<file path="src/shared/flk_regs.svh">
// register offsets, fields, reset values and command codes
`ifndef FLK_REGS_SVH
`define FLK_REGS_SVH
`define FLK_OFS_PROG 8'h00
`define FLK_OFS_ERS 8'h04
`define FLK_OFS_STAT 8'h08
`define FLK_OFS_LOCK 8'h0C
`define FLK_PROG_RST 16'h0010
`define FLK_ERS_RST 16'h0020
`define FLK_CMD_C1 16'h00AA
`define FLK_CMD_C2 16'h0055
`define FLK_CMD_PROG 16'h00A0
`define FLK_CMD_ERS 16'h0080
`define FLK_CMD_ID 16'h0090
`define FLK_CMD_EXIT 16'h00F0
`define FLK_CMD_CHIP 16'h0010
`define FLK_CMD_PLANE 16'h0020
`define FLK_CMD_SECT 16'h0030
`define FLK_CMD_SOFT 16'h0040
`define FLK_CMD_HARD 16'h0050
`define FLK_CMD_UNL1 16'h0060
`define FLK_CMD_UNL2 16'h00D0
`define FLK_LOCK_OFS 2'h2
`define FLK_ST_RDY 7
`define FLK_ST_FAIL 5
`define FLK_RESP_OK 2'h0
`define FLK_RESP_ERR 2'h2
`endif

</file>
<file path="src/shared/flk_pkg.sv">
// types shared by the flash sequencer and its register slave
`include "flk_regs.svh"
package flk_pkg;
  typedef struct packed {
    logic wr;
    logic [7:0] addr;
    logic [31:0] data;
    logic [3:0] strb;
  } flk_regreq_type;
  typedef enum logic [3:0] {SQ_IDLE, SQ_C1, SQ_C2, SQ_PGM, SQ_E3, SQ_E4,
    SQ_E5, SQ_UNL} flk_seq_type;
  typedef enum logic [1:0] {MD_READ, MD_ID, MD_STAT} flk_mode_type;
  typedef enum logic [1:0] {OP_IDLE, OP_PROG, OP_ERASE} flk_op_type;
  typedef enum logic [3:0] {EV_NONE, EV_PROG, EV_CHIP, EV_PLANE, EV_SECT,
    EV_SOFT, EV_HARD, EV_UNLOCK, EV_ID, EV_EXIT} flk_ev_type;
  function automatic logic flk_addr_ok(input logic [7:0] a);
    return a == `FLK_OFS_PROG || a == `FLK_OFS_ERS ||
      a == `FLK_OFS_STAT || a == `FLK_OFS_LOCK;
  endfunction
endpackage

</file>
<file path="src/hdl/flk_axil.sv">
// axi4-lite slave front end for the sequencer registers
`timescale 1ns/1ps
`include "flk_regs.svh"
module flk_axil import flk_pkg::*; (
  input wire logic clk,
  input wire logic rst,
  input wire logic [7:0] awaddr,
  input wire logic awvalid,
  output logic awready,
  input wire logic [31:0] wdata,
  input wire logic [3:0] wstrb,
  input wire logic wvalid,
  output logic wready,
  output logic [1:0] bresp,
  output logic bvalid,
  input wire logic bready,
  input wire logic [7:0] araddr,
  input wire logic arvalid,
  output logic arready,
  output logic [31:0] rdata,
  output logic [1:0] rresp,
  output logic rvalid,
  input wire logic rready,
  output flk_regreq_type wreq,
  output logic [7:0] raddr,
  input wire logic [31:0] rdata_in
);
  logic [7:0] wa_r;
  logic [31:0] wd_r;
  logic [3:0] ws_r;
  logic rpend_r;

  always_ff @(posedge clk) begin
    if (rst) begin
      awready <= 1'b1;
      wready <= 1'b1;
      bvalid <= 1'b0;
      bresp <= `FLK_RESP_OK;
      wreq <= '0;
      wa_r <= '0;
      wd_r <= '0;
      ws_r <= '0;
    end else begin
      wreq.wr <= 1'b0;
      if (awvalid && awready) begin
        awready <= 1'b0;
        wa_r <= awaddr;
      end
      if (wvalid && wready) begin
        wready <= 1'b0;
        wd_r <= wdata;
        ws_r <= wstrb;
      end
      if (!awready && !wready && !bvalid) begin
        bvalid <= 1'b1;
        bresp <= flk_addr_ok(wa_r) ? `FLK_RESP_OK : `FLK_RESP_ERR;
        wreq <= '{wr: 1'b1, addr: wa_r, data: wd_r, strb: ws_r};
      end
      if (bvalid && bready) begin
        bvalid <= 1'b0;
        awready <= 1'b1;
        wready <= 1'b1;
      end
    end
  end

  always_ff @(posedge clk) begin
    if (rst) begin
      arready <= 1'b1;
      rvalid <= 1'b0;
      rpend_r <= 1'b0;
      raddr <= '0;
      rdata <= '0;
      rresp <= `FLK_RESP_OK;
    end else begin
      rpend_r <= 1'b0;
      if (arvalid && arready) begin
        arready <= 1'b0;
        raddr <= araddr;
        rpend_r <= 1'b1;
      end
      if (rpend_r) begin
        rvalid <= 1'b1;
        rdata <= flk_addr_ok(raddr) ? rdata_in : '0;
        rresp <= flk_addr_ok(raddr) ? `FLK_RESP_OK : `FLK_RESP_ERR;
      end
      if (rvalid && rready) begin
        rvalid <= 1'b0;
        arready <= 1'b1;
      end
    end
  end
endmodule

</file>
<file path="src/hdl/flk_top.sv">
// flash erase, word program and sector lock sequencer
//
// Added by the designer: the AXI4-Lite register port and the placing of the registers.
`timescale 1ns/1ps
`include "flk_regs.svh"
module flk_top import flk_pkg::*; #(
  parameter int DW = 16,
  parameter int NSECT = 8,
  parameter int SECT_AW = 2,
  parameter int PLANE_SECT = 4,
  parameter int AW = SECT_AW + $clog2(NSECT)
) (
  input wire logic CORE_CLK,
  input wire logic SRST,
  input wire logic RESET_N,
  input wire logic WE_N,
  input wire logic CE_N,
  input wire logic OE_N,
  input wire logic WP,
  input wire logic [AW-1:0] ADDR,
  input wire logic [DW-1:0] DQ_I,
  output logic [DW-1:0] DQ_O,
  output logic DQ_OE,
  input wire logic [7:0] AWADDR,
  input wire logic AWVALID,
  output logic AWREADY,
  input wire logic [31:0] WDATA,
  input wire logic [3:0] WSTRB,
  input wire logic WVALID,
  output logic WREADY,
  output logic [1:0] BRESP,
  output logic BVALID,
  input wire logic BREADY,
  input wire logic [7:0] ARADDR,
  input wire logic ARVALID,
  output logic ARREADY,
  output logic [31:0] RDATA,
  output logic [1:0] RRESP,
  output logic RVALID,
  input wire logic RREADY
);
  localparam int SW = $clog2(NSECT);
  localparam int PW = SECT_AW + $clog2(PLANE_SECT);
  localparam int NWORD = 1 << AW;
  localparam int PN = 5 + AW + DW;
  logic [PN-1:0] pin1_r, pin2_r;
  logic rst_n_s, we_n_s, ce_n_s, oe_n_s, wp_s;
  logic [AW-1:0] a_s;
  logic [DW-1:0] d_s;
  logic rst, wact, wact_d_r, cyc_end;
  logic [AW-1:0] ca_r;
  logic [SW-1:0] csec, psec, rsec;
  logic [NSECT-1:0] prot, pmask;
  logic [DW-1:0] mem [NWORD];
  logic [NSECT-1:0] soft_r, hard_r, emask_r;
  flk_seq_type seq_r, seq_nxt;
  flk_ev_type ev;
  flk_mode_type mode_r;
  flk_op_type op_r;
  logic fail_r;
  logic [15:0] cnt_r;
  logic [AW-1:0] ptr_r, end_r;
  logic [DW-1:0] pd_r;
  logic [15:0] prog_cyc_r, ers_cyc_r;
  logic step;
  flk_regreq_type wreq;
  logic [7:0] raddr;
  logic [31:0] rd_mux;
  // pin synchronisers
  always_ff @(posedge CORE_CLK) begin
    pin1_r <= {RESET_N, WE_N, CE_N, OE_N, WP, ADDR, DQ_I};
    pin2_r <= pin1_r;
  end
  assign {rst_n_s, we_n_s, ce_n_s, oe_n_s, wp_s, a_s, d_s} = pin2_r;
  assign rst = SRST | ~rst_n_s;
  assign wact = ~we_n_s & ~ce_n_s;
  assign cyc_end = wact_d_r & ~wact;
  // address taken at strobe fall, data at strobe rise
  always_ff @(posedge CORE_CLK) begin
    if (rst) begin
      wact_d_r <= 1'b0;
      ca_r <= '0;
    end else begin
      wact_d_r <= wact;
      if (wact && !wact_d_r) begin
        ca_r <= a_s;
      end
    end
  end

  assign csec = ca_r[AW-1 -: SW];
  assign psec = ptr_r[AW-1 -: SW];
  assign rsec = a_s[AW-1 -: SW];
  assign prot = soft_r | (hard_r & {NSECT{~wp_s}});

  genvar gs;
  generate
    for (gs = 0; gs < NSECT; gs++) begin : g_plane
      assign pmask[gs] = (gs / PLANE_SECT) ==
        int'(ca_r[AW-1:PW]);
    end
  endgenerate

  // command sequence decode
  always_comb begin
    seq_nxt = seq_r;
    ev = EV_NONE;
    if (cyc_end && op_r == OP_IDLE) begin
      seq_nxt = SQ_IDLE;
      unique case (seq_r)
        SQ_IDLE: begin
          if (d_s == `FLK_CMD_C1) begin
            seq_nxt = SQ_C1;
          end else if (d_s == `FLK_CMD_UNL1) begin
            seq_nxt = SQ_UNL;
          end else if (d_s == `FLK_CMD_EXIT) begin
            ev = EV_EXIT;
          end
        end
        SQ_C1: if (d_s == `FLK_CMD_C2) seq_nxt = SQ_C2;
        SQ_C2: begin
          if (d_s == `FLK_CMD_PROG) begin
            seq_nxt = SQ_PGM;
          end else if (d_s == `FLK_CMD_ERS) begin
            seq_nxt = SQ_E3;
          end else if (d_s == `FLK_CMD_ID) begin
            ev = EV_ID;
          end
        end
        SQ_PGM: ev = EV_PROG;
        SQ_E3: if (d_s == `FLK_CMD_C1) seq_nxt = SQ_E4;
        SQ_E4: if (d_s == `FLK_CMD_C2) seq_nxt = SQ_E5;
        SQ_E5: begin
          if (d_s == `FLK_CMD_CHIP) begin
            ev = EV_CHIP;
          end else if (d_s == `FLK_CMD_PLANE) begin
            ev = EV_PLANE;
          end else if (d_s == `FLK_CMD_SECT) begin
            ev = EV_SECT;
          end else if (d_s == `FLK_CMD_SOFT) begin
            ev = EV_SOFT;
          end else if (d_s == `FLK_CMD_HARD) begin
            ev = EV_HARD;
          end
        end
        SQ_UNL: if (d_s == `FLK_CMD_UNL2) ev = EV_UNLOCK;
      endcase
    end
  end

  always_ff @(posedge CORE_CLK) begin
    if (rst) begin
      seq_r <= SQ_IDLE;
    end else begin
      seq_r <= seq_nxt;
    end
  end

  // sector locks
  always_ff @(posedge CORE_CLK) begin
    if (rst) begin
      soft_r <= '1;
      hard_r <= '0;
    end else begin
      if (ev == EV_SOFT) soft_r[csec] <= 1'b1;
      if (ev == EV_HARD) hard_r[csec] <= 1'b1;
      if (ev == EV_UNLOCK && !(hard_r[csec] && !wp_s)) begin
        soft_r[csec] <= 1'b0;
      end
    end
  end

  assign step = op_r != OP_IDLE && cnt_r == '0;

  // operation engine and device mode
  always_ff @(posedge CORE_CLK) begin
    if (rst) begin
      op_r <= OP_IDLE;
      mode_r <= MD_READ;
      fail_r <= 1'b0;
      cnt_r <= '0;
      ptr_r <= '0;
      end_r <= '0;
      emask_r <= '0;
      pd_r <= '0;
    end else if (op_r != OP_IDLE) begin
      if (cnt_r != '0) begin
        cnt_r <= cnt_r - 16'h0001;
      end else if (op_r == OP_PROG || ptr_r == end_r) begin
        op_r <= OP_IDLE;
        mode_r <= MD_READ;
      end else begin
        ptr_r <= ptr_r + 1'b1;
        cnt_r <= ers_cyc_r;
      end
    end else begin
      unique case (ev)
        EV_PROG: begin
          mode_r <= MD_STAT;
          if (prot[csec]) begin
            fail_r <= 1'b1;
          end else begin
            op_r <= OP_PROG;
            ptr_r <= ca_r;
            pd_r <= d_s;
            cnt_r <= prog_cyc_r;
          end
        end
        EV_CHIP: begin
          mode_r <= MD_STAT;
          op_r <= OP_ERASE;
          ptr_r <= '0;
          end_r <= '1;
          emask_r <= ~prot;
          cnt_r <= ers_cyc_r;
        end
        EV_PLANE: begin
          mode_r <= MD_STAT;
          if (|(prot & pmask)) begin
            fail_r <= 1'b1;
          end else begin
            op_r <= OP_ERASE;
            ptr_r <= {ca_r[AW-1:PW], {PW{1'b0}}};
            end_r <= {ca_r[AW-1:PW], {PW{1'b1}}};
            emask_r <= pmask;
            cnt_r <= ers_cyc_r;
          end
        end
        EV_SECT: begin
          mode_r <= MD_STAT;
          if (prot[csec]) begin
            fail_r <= 1'b1;
          end else begin
            op_r <= OP_ERASE;
            ptr_r <= {csec, {SECT_AW{1'b0}}};
            end_r <= {csec, {SECT_AW{1'b1}}};
            emask_r <= '1;
            cnt_r <= ers_cyc_r;
          end
        end
        EV_ID: mode_r <= MD_ID;
        EV_EXIT: begin
          mode_r <= MD_READ;
          fail_r <= 1'b0;
        end
        default: ;
      endcase
    end
  end

  // word array
  always_ff @(posedge CORE_CLK) begin
    if (!rst && step) begin
      if (op_r == OP_PROG) begin
        mem[ptr_r] <= mem[ptr_r] & pd_r;
      end else if (emask_r[psec]) begin
        mem[ptr_r] <= '1;
      end
    end
  end

  // data pins
  always_ff @(posedge CORE_CLK) begin
    if (rst) begin
      DQ_OE <= 1'b0;
      DQ_O <= '0;
    end else begin
      DQ_OE <= ~ce_n_s & ~oe_n_s;
      DQ_O <= '0;
      unique case (mode_r)
        MD_READ: DQ_O <= mem[a_s];
        MD_ID: begin
          if (a_s[SECT_AW-1:0] == `FLK_LOCK_OFS) begin
            DQ_O[1] <= hard_r[rsec];
            DQ_O[0] <= soft_r[rsec];
          end
        end
        MD_STAT: begin
          DQ_O[`FLK_ST_RDY] <= op_r == OP_IDLE;
          DQ_O[`FLK_ST_FAIL] <= fail_r;
        end
        default: ;
      endcase
    end
  end

  // software registers
  always_ff @(posedge CORE_CLK) begin
    if (SRST) begin
      prog_cyc_r <= `FLK_PROG_RST;
      ers_cyc_r <= `FLK_ERS_RST;
    end else if (wreq.wr) begin
      if (wreq.addr == `FLK_OFS_PROG) begin
        if (wreq.strb[0]) prog_cyc_r[7:0] <= wreq.data[7:0];
        if (wreq.strb[1]) prog_cyc_r[15:8] <= wreq.data[15:8];
      end
      if (wreq.addr == `FLK_OFS_ERS) begin
        if (wreq.strb[0]) ers_cyc_r[7:0] <= wreq.data[7:0];
        if (wreq.strb[1]) ers_cyc_r[15:8] <= wreq.data[15:8];
      end
    end
  end

  always_comb begin
    rd_mux = '0;
    unique case (raddr)
      `FLK_OFS_PROG: rd_mux[15:0] = prog_cyc_r;
      `FLK_OFS_ERS: rd_mux[15:0] = ers_cyc_r;
      `FLK_OFS_STAT: rd_mux[6:0] = {mode_r, op_r, fail_r, seq_r != SQ_IDLE,
        op_r != OP_IDLE};
      `FLK_OFS_LOCK: rd_mux[31:0] = {{(16 - NSECT){1'b0}}, hard_r,
        {(16 - NSECT){1'b0}}, soft_r};
      default: ;
    endcase
  end

  flk_axil u_axil (
    .clk(CORE_CLK),
    .rst(SRST),
    .awaddr(AWADDR),
    .awvalid(AWVALID),
    .awready(AWREADY),
    .wdata(WDATA),
    .wstrb(WSTRB),
    .wvalid(WVALID),
    .wready(WREADY),
    .bresp(BRESP),
    .bvalid(BVALID),
    .bready(BREADY),
    .araddr(ARADDR),
    .arvalid(ARVALID),
    .arready(ARREADY),
    .rdata(RDATA),
    .rresp(RRESP),
    .rvalid(RVALID),
    .rready(RREADY),
    .wreq(wreq),
    .raddr(raddr),
    .rdata_in(rd_mux)
  );
endmodule

</file>
<file path="config.mk">
export PLATFORM = sky130hd
export DESIGN_NAME = flk_top
export DESIGN_NICKNAME = d
export VERILOG_FILES = /design/src/shared/flk_pkg.sv /design/src/hdl/flk_axil.sv /design/src/hdl/flk_top.sv
export VERILOG_INCLUDE_DIRS = /design/src /design/src/shared
export SDC_FILE = /design/constraint.sdc
export NUM_CORES = 1
export LEC_CHECK = 0
export ABC_AREA = 1
export BUFFER_PORTS_ARGS = -buffer_cell sky130_fd_sc_hd__buf_2
export CAP_MARGIN = 20
export CORE_UTILIZATION = 35
export DETAILED_ROUTE_END_ITERATION = 12
export PLACE_DENSITY_LB_ADDON = 0.08
export SLEW_MARGIN = 5
export SYNTH_ARGS = -nofsm -noshare
export SYNTH_HDL_FRONTEND = slang
export SYNTH_HIERARCHICAL = 1
export SYNTH_SLANG_ARGS = --single-unit
</file>
<file path="constraint.sdc">
create_clock -name CORE_CLK -period 8.65 [get_ports CORE_CLK]
set_input_delay 1.2975 -clock CORE_CLK [delete_from_list [all_inputs] [get_ports CORE_CLK]]
set_output_delay 1.2975 -clock CORE_CLK [all_outputs]
set_load 0.02 [all_outputs]
</file>
==> results of run 1 <==
metrics by stage:
stage	instance area, sq um	utilization, %	total power, W	cells
after floorplan	35900	-	0.00439	3817
final	41200	40.5	0.00856	5293
after global routing	41200	40.5	0.00882	5293
after global placement	37800	37.2	0.00454	5111
after CTS	41100	40.4	0.00864	5288
after detailed placement	37900	37.2	0.00454	5113
state kept, by name, indices dropped and copies added, names as in the netlist, 16 cells and up, named ones only:
register / flops
u_axil/wreq: 27
cnt_r: 16
pin1_r: 26
pd_r: 16
ers_cyc_r: 16
pin2_r: 26
DQ_O: 16
u_axil/rdata: 32
prog_cyc_r: 16
mem: 512
u_axil/wd_r: 16
where the power goes:
part           switching, W  leakage, nW  internal (W)
logic              0.000267         6.57      0.000108
clock network       0.00163         1.57       0.00246
registers         0.0000398         5.87       0.00405
total               0.00193         14.0       0.00662
path summary, 6_finish.rpt:
check	to	slack, ps	depth (start not counted)
worst max-delay path	mem[11][9]	4200	8
worst min-delay path	pin2_r[17]	320	0
worst max register to register	mem[11][9]	4200	8
worst min register to register	pin2_r[17]	320	0
cell type report:
type | count | area share (%)
inverters | 144 | 1.38
clock inverters | 40 | 1.04
repair buffers | 204 | 3.20
flip-flops and latches | 798 | 51.3
multi-input cells | 2604 | 32.2
well taps | 1368 | 4.16
clock buffers | 135 | 6.74
routing by layer:
layer,global-route usage (%),wire length [um]
met2,40.1,60700
met4,9.76,5140
met1,32.5,57100
met3,3.16,6550
met5,0,0
==> impl_results.md, run 1 <==
* Tcrit/Tclk final at 51.5%
* Max-cap violations at 0
* Final setup margin at 4200 ps
* Worst-margin pin slew at 1090 ps
* Wire per inst at 24.5 um
* Final number of hold-violating endpoints at 0
* Worst EP required at 8970 ps
* Crit. End Element: register
* Worst path bufs/invs at 2
* Crit Path Class: reg -> reg
* CP peak stage delay at 840 ps
* Setup_tns at 0 ps
* CTS Buf Count at 94
* RSZ-0062 raised after global routing: no
* Status: completed
* DR DRC count at 0
* Crit path max fanout at 70
* Num rows at 117
* Rel. slew slack at 27.5%
* Yosys warns at 6
* Hold path start: pin1_r[17]
* GRT Util Overall at 24.4%
* Final Max Slew Viols at 0
* Htree depth at 3
* Most frequent cells in the layout: 628 x nor2_1, 512 x edfxtp_1, 476 x nand2_1
* Synth-to-layout area growth at 14.7%
* Root buffer cell: clkbuf_16
* Crit path max-delay family: buffers and inverters
* First-pass GRT wire length at 187 mm
* Initial core utilization at 35.3%
* Clock Skews at 24.9 ps
* Longest Clk Path Bufs at 3
* Diode count at 0
* Worst skew pair latency at 680 ps
* # Post-CTS Setup Buffers at 0
* Worst-path clk slew at 60 ps
* Pin count of the biggest net entering global routing at 151
* Syn Area/Cell at 9.42 sq um
* Gr ovfl total at 0
* Cts hold-fix bufs at 0
* Final count of negative-setup-slack endpoints at 0
* IO buf count at 122
* Initial DRC Count at 2441
* CP arrival at 4770 ps
* Routed WL at 129 mm
* Fin crit period at 4450 ps
* Most common cell after layout, fill and taps aside: nor2_1
* Vias in the first global route at 28512
* Share of cells above drive strength 1 at 11.7%
* Router iterations before antenna repair at 5
* Via Count at 29454
* Core area at 102000 sq um
* Gp weighted congestion at 0.823
* Max Freq at 0.225 GHz
* Via-per-instance ratio at 5.56
* Clk sinks at 798
* Peak supply drop at 151 uV
* DRT antenna net count at 0
* Final #Nets at 3937
* Die area at 104000 sq um
* Die H at 322 um
* Pre-CTS setup slack at 3810 ps
* Worst Setup Start Kind: register
* TritonCTS clock tree: done
* Hold WC Path Type: reg -> reg
* Cell Area, Synth at 35900 sq um
* Crit-path cells: buf_4, buf_4, o21ai_0, o221ai_1, nand3_1, nand3_1, nand3_1, nand2_1
* CP max-delay cell: dfxtp_4
* Die X at 322 um
* Most common cell on crit path: nand3_1
* Register area at 21100 sq um
* Footprint of the multi-input gates at 13300 sq um
* Resized cells post-CTS at 0
* Pwr dens at 208 nW/um^2
* Pleak at 14.0 nW
* Post-Syn Instances at 3809
* Initial antenna violation count at 0
* WHS at 323 ps
* Dpl hpwl at 74.6 mm
* FILL cells at 10138
* Io pins at 143
Power figures use the tool's default switching activity.
==> inputs of run 2 (changes only) <==
--- a/config.mk
+++ b/config.mk
@@ -6,7 +6,7 @@
 export SDC_FILE = /design/constraint.sdc
 export NUM_CORES = 1
 export LEC_CHECK = 0
-export ABC_AREA = 1
+export ABC_AREA = 0
 export BUFFER_PORTS_ARGS = -buffer_cell sky130_fd_sc_hd__buf_2
 export CAP_MARGIN = 20
 export CORE_UTILIZATION = 35
==> constraint.sdc (replaced) <==
create_clock -name CORE_CLK -period 4.35 [get_ports CORE_CLK]
set_input_delay 0.6525 -clock CORE_CLK [delete_from_list [all_inputs] [get_ports CORE_CLK]]
set_output_delay 0.6525 -clock CORE_CLK [all_outputs]
set_load 0.02 [all_outputs]
==> run 2 against run 1 <==
Count of clock-buffer cells in the layout is 4 lower. Global-route usage is 4.4 points lower. Worst setup slack worse by 3700 ps. Sequential power is 99% higher. Largest cell class unchanged.
==> impl_results.md, run 2 <==
* Status: completed
* Dpl hpwl at 66.0 mm
* Largest regs: mem (512), u_axil/rdata (32), u_axil/wreq (27)
* Fin crit period at 3840 ps
* Routed WL at 102 mm
* Most frequent cells in the layout: 512 x edfxtp_1, 330 x mux4_2, 276 x dfxtp_1
* Final setup margin at 511 ps
* DR DRC count at 0
* Worst skew pair latency at 690 ps
* Diode count at 0
* Die area at 102000 sq um
* WHS at 66.5 ps
* Worst-margin pin slew at 1050 ps
* Crit-path cells: or4_1, nand4b_1, nor3_1, buf_4, nand2_1, a211oi_1, nand2_1, nor2_2, buf_4
* Io pins at 143
* Hold WC Path Type: in -> reg
* Max-cap violations at 0
* # Post-CTS Setup Buffers at 0
* Longest Clk Path Bufs at 3
* Cell Area, Synth at 35400 sq um
* Final #Nets at 2587
* Met2 Use GR at 34.5%
* Core area at 100000 sq um
* TritonCTS clock tree: done
* Initial antenna violation count at 0
* Tcrit/Tclk final at 88.3%
* Worst-path clk slew at 60 ps
* Num rows at 116
* Gr ovfl total at 0
* Wire per inst at 26.4 um
* Pwr dens at 403 nW/um^2
* RSZ-0062 raised after global routing: no
* Initial core utilization at 35.3%
* Max Freq at 0.260 GHz
* Gp weighted congestion at 0.814
* Clock Skews at 32.9 ps
* Worst EP required at 4680 ps
* Largest Register: mem
* Worst Setup Start Kind: register
* Vias in the first global route at 22227
* Pre-CTS setup slack at 497 ps
* Pin count of the biggest net entering global routing at 89
* Share of cells above drive strength 1 at 31.1%
* Via Count at 21446
* Die H at 320 um
* Grt met3 use at 2.35%
* Cts hold-fix bufs at 0
* First-pass GRT wire length at 150 mm
* Initial DRC Count at 1452
* Synth-to-layout area growth at 16.2%
* Crit. End Element: register
* Pleak at 12.0 nW
* DRT antenna net count at 0
* Root buffer cell: clkbuf_16
* Yosys warns at 6
* Post-Syn Instances at 2339
* Final Max Slew Viols at 0
* Syn Area/Cell at 15.1 sq um
* Most crowded layer after global routing: met2
* GRT met1 Usage at 26.4%
* Most common cell after layout, fill and taps aside: edfxtp_1
* Crit path max fanout at 16
* Max reg flops at 512
* Via-per-instance ratio at 5.54
* Crit Path Class: reg -> reg
* Final number of hold-violating endpoints at 0
* FILL cells at 9145
* Clk sinks at 798
* CP peak stage delay at 630 ps
* CP max-delay cell: or4_1
* Overall power at 0.0166 W
* Rel. slew slack at 29.9%
* Htree depth at 3
* Setup_tns at 0 ps
* Peak supply drop at 267 uV
* GRT Util Overall at 20.0%
* Final count of negative-setup-slack endpoints at 0
* CP arrival at 4160 ps
* CTS Buf Count at 90
* IO buf count at 122
* Router iterations before antenna repair at 5
* Die X at 320 um
* Resized cells post-CTS at 0
## run 2: through the flow
stage	instance area, sq um	instances	util, %
final	41100	3868	41.0
after global routing	41100	3868	41.0
after CTS	41100	3867	41.0
after detailed placement	37900	3701	37.9
after global placement	37900	3701	37.9
after floorplan	35400	2347	-
## run 2: final cells by class
cell class / instances / area [sq um] / area share, %
flip-flops and latches: 798 / 21100 / 51.4
multi-input cells: 1360 / 13600 / 33.0
clock buffers: 131 / 2700 / 6.56
well taps: 1298 / 1620 / 3.95
repair buffers: 226 / 1540 / 3.74
clock inverters: 35 / 467 / 1.14
inverters: 20 / 75.1 / 0.183
## run 2: worst paths after layout
| kind | start | to | slack [ps] | cells past startpoint |
|---|---|---|---|---|
| min | DQ_I[2] | pin1_r[2] | 70 | 1 |
| max reg2reg | cnt_r[4] | mem[7][14] | 510 | 9 |
| min reg2reg | pin1_r[3] | pin2_r[3] | 320 | 0 |
| max | cnt_r[4] | mem[7][14] | 510 | 9 |
## run 2: critical path: cells and delay by family, from the launching register on
family	cells	cell delay, ps
simple gates	6	1970
compound gates	1	550
flops	1	350
buf+inv	2	590
## run 2: where the power goes
part	switching (W)	internal, W
registers	0.0000913	0.00803
clock network	0.00321	0.00481
logic	0.000258	0.000163
total	0.00356	0.0130
## run 2: layer usage
metal | part of all wire [%] | routed length (um)
met5 | 0 | 0
met3 | 3.6 | 3650
met1 | 43 | 44200
met4 | 2.7 | 2760
met2 | 50 | 51400
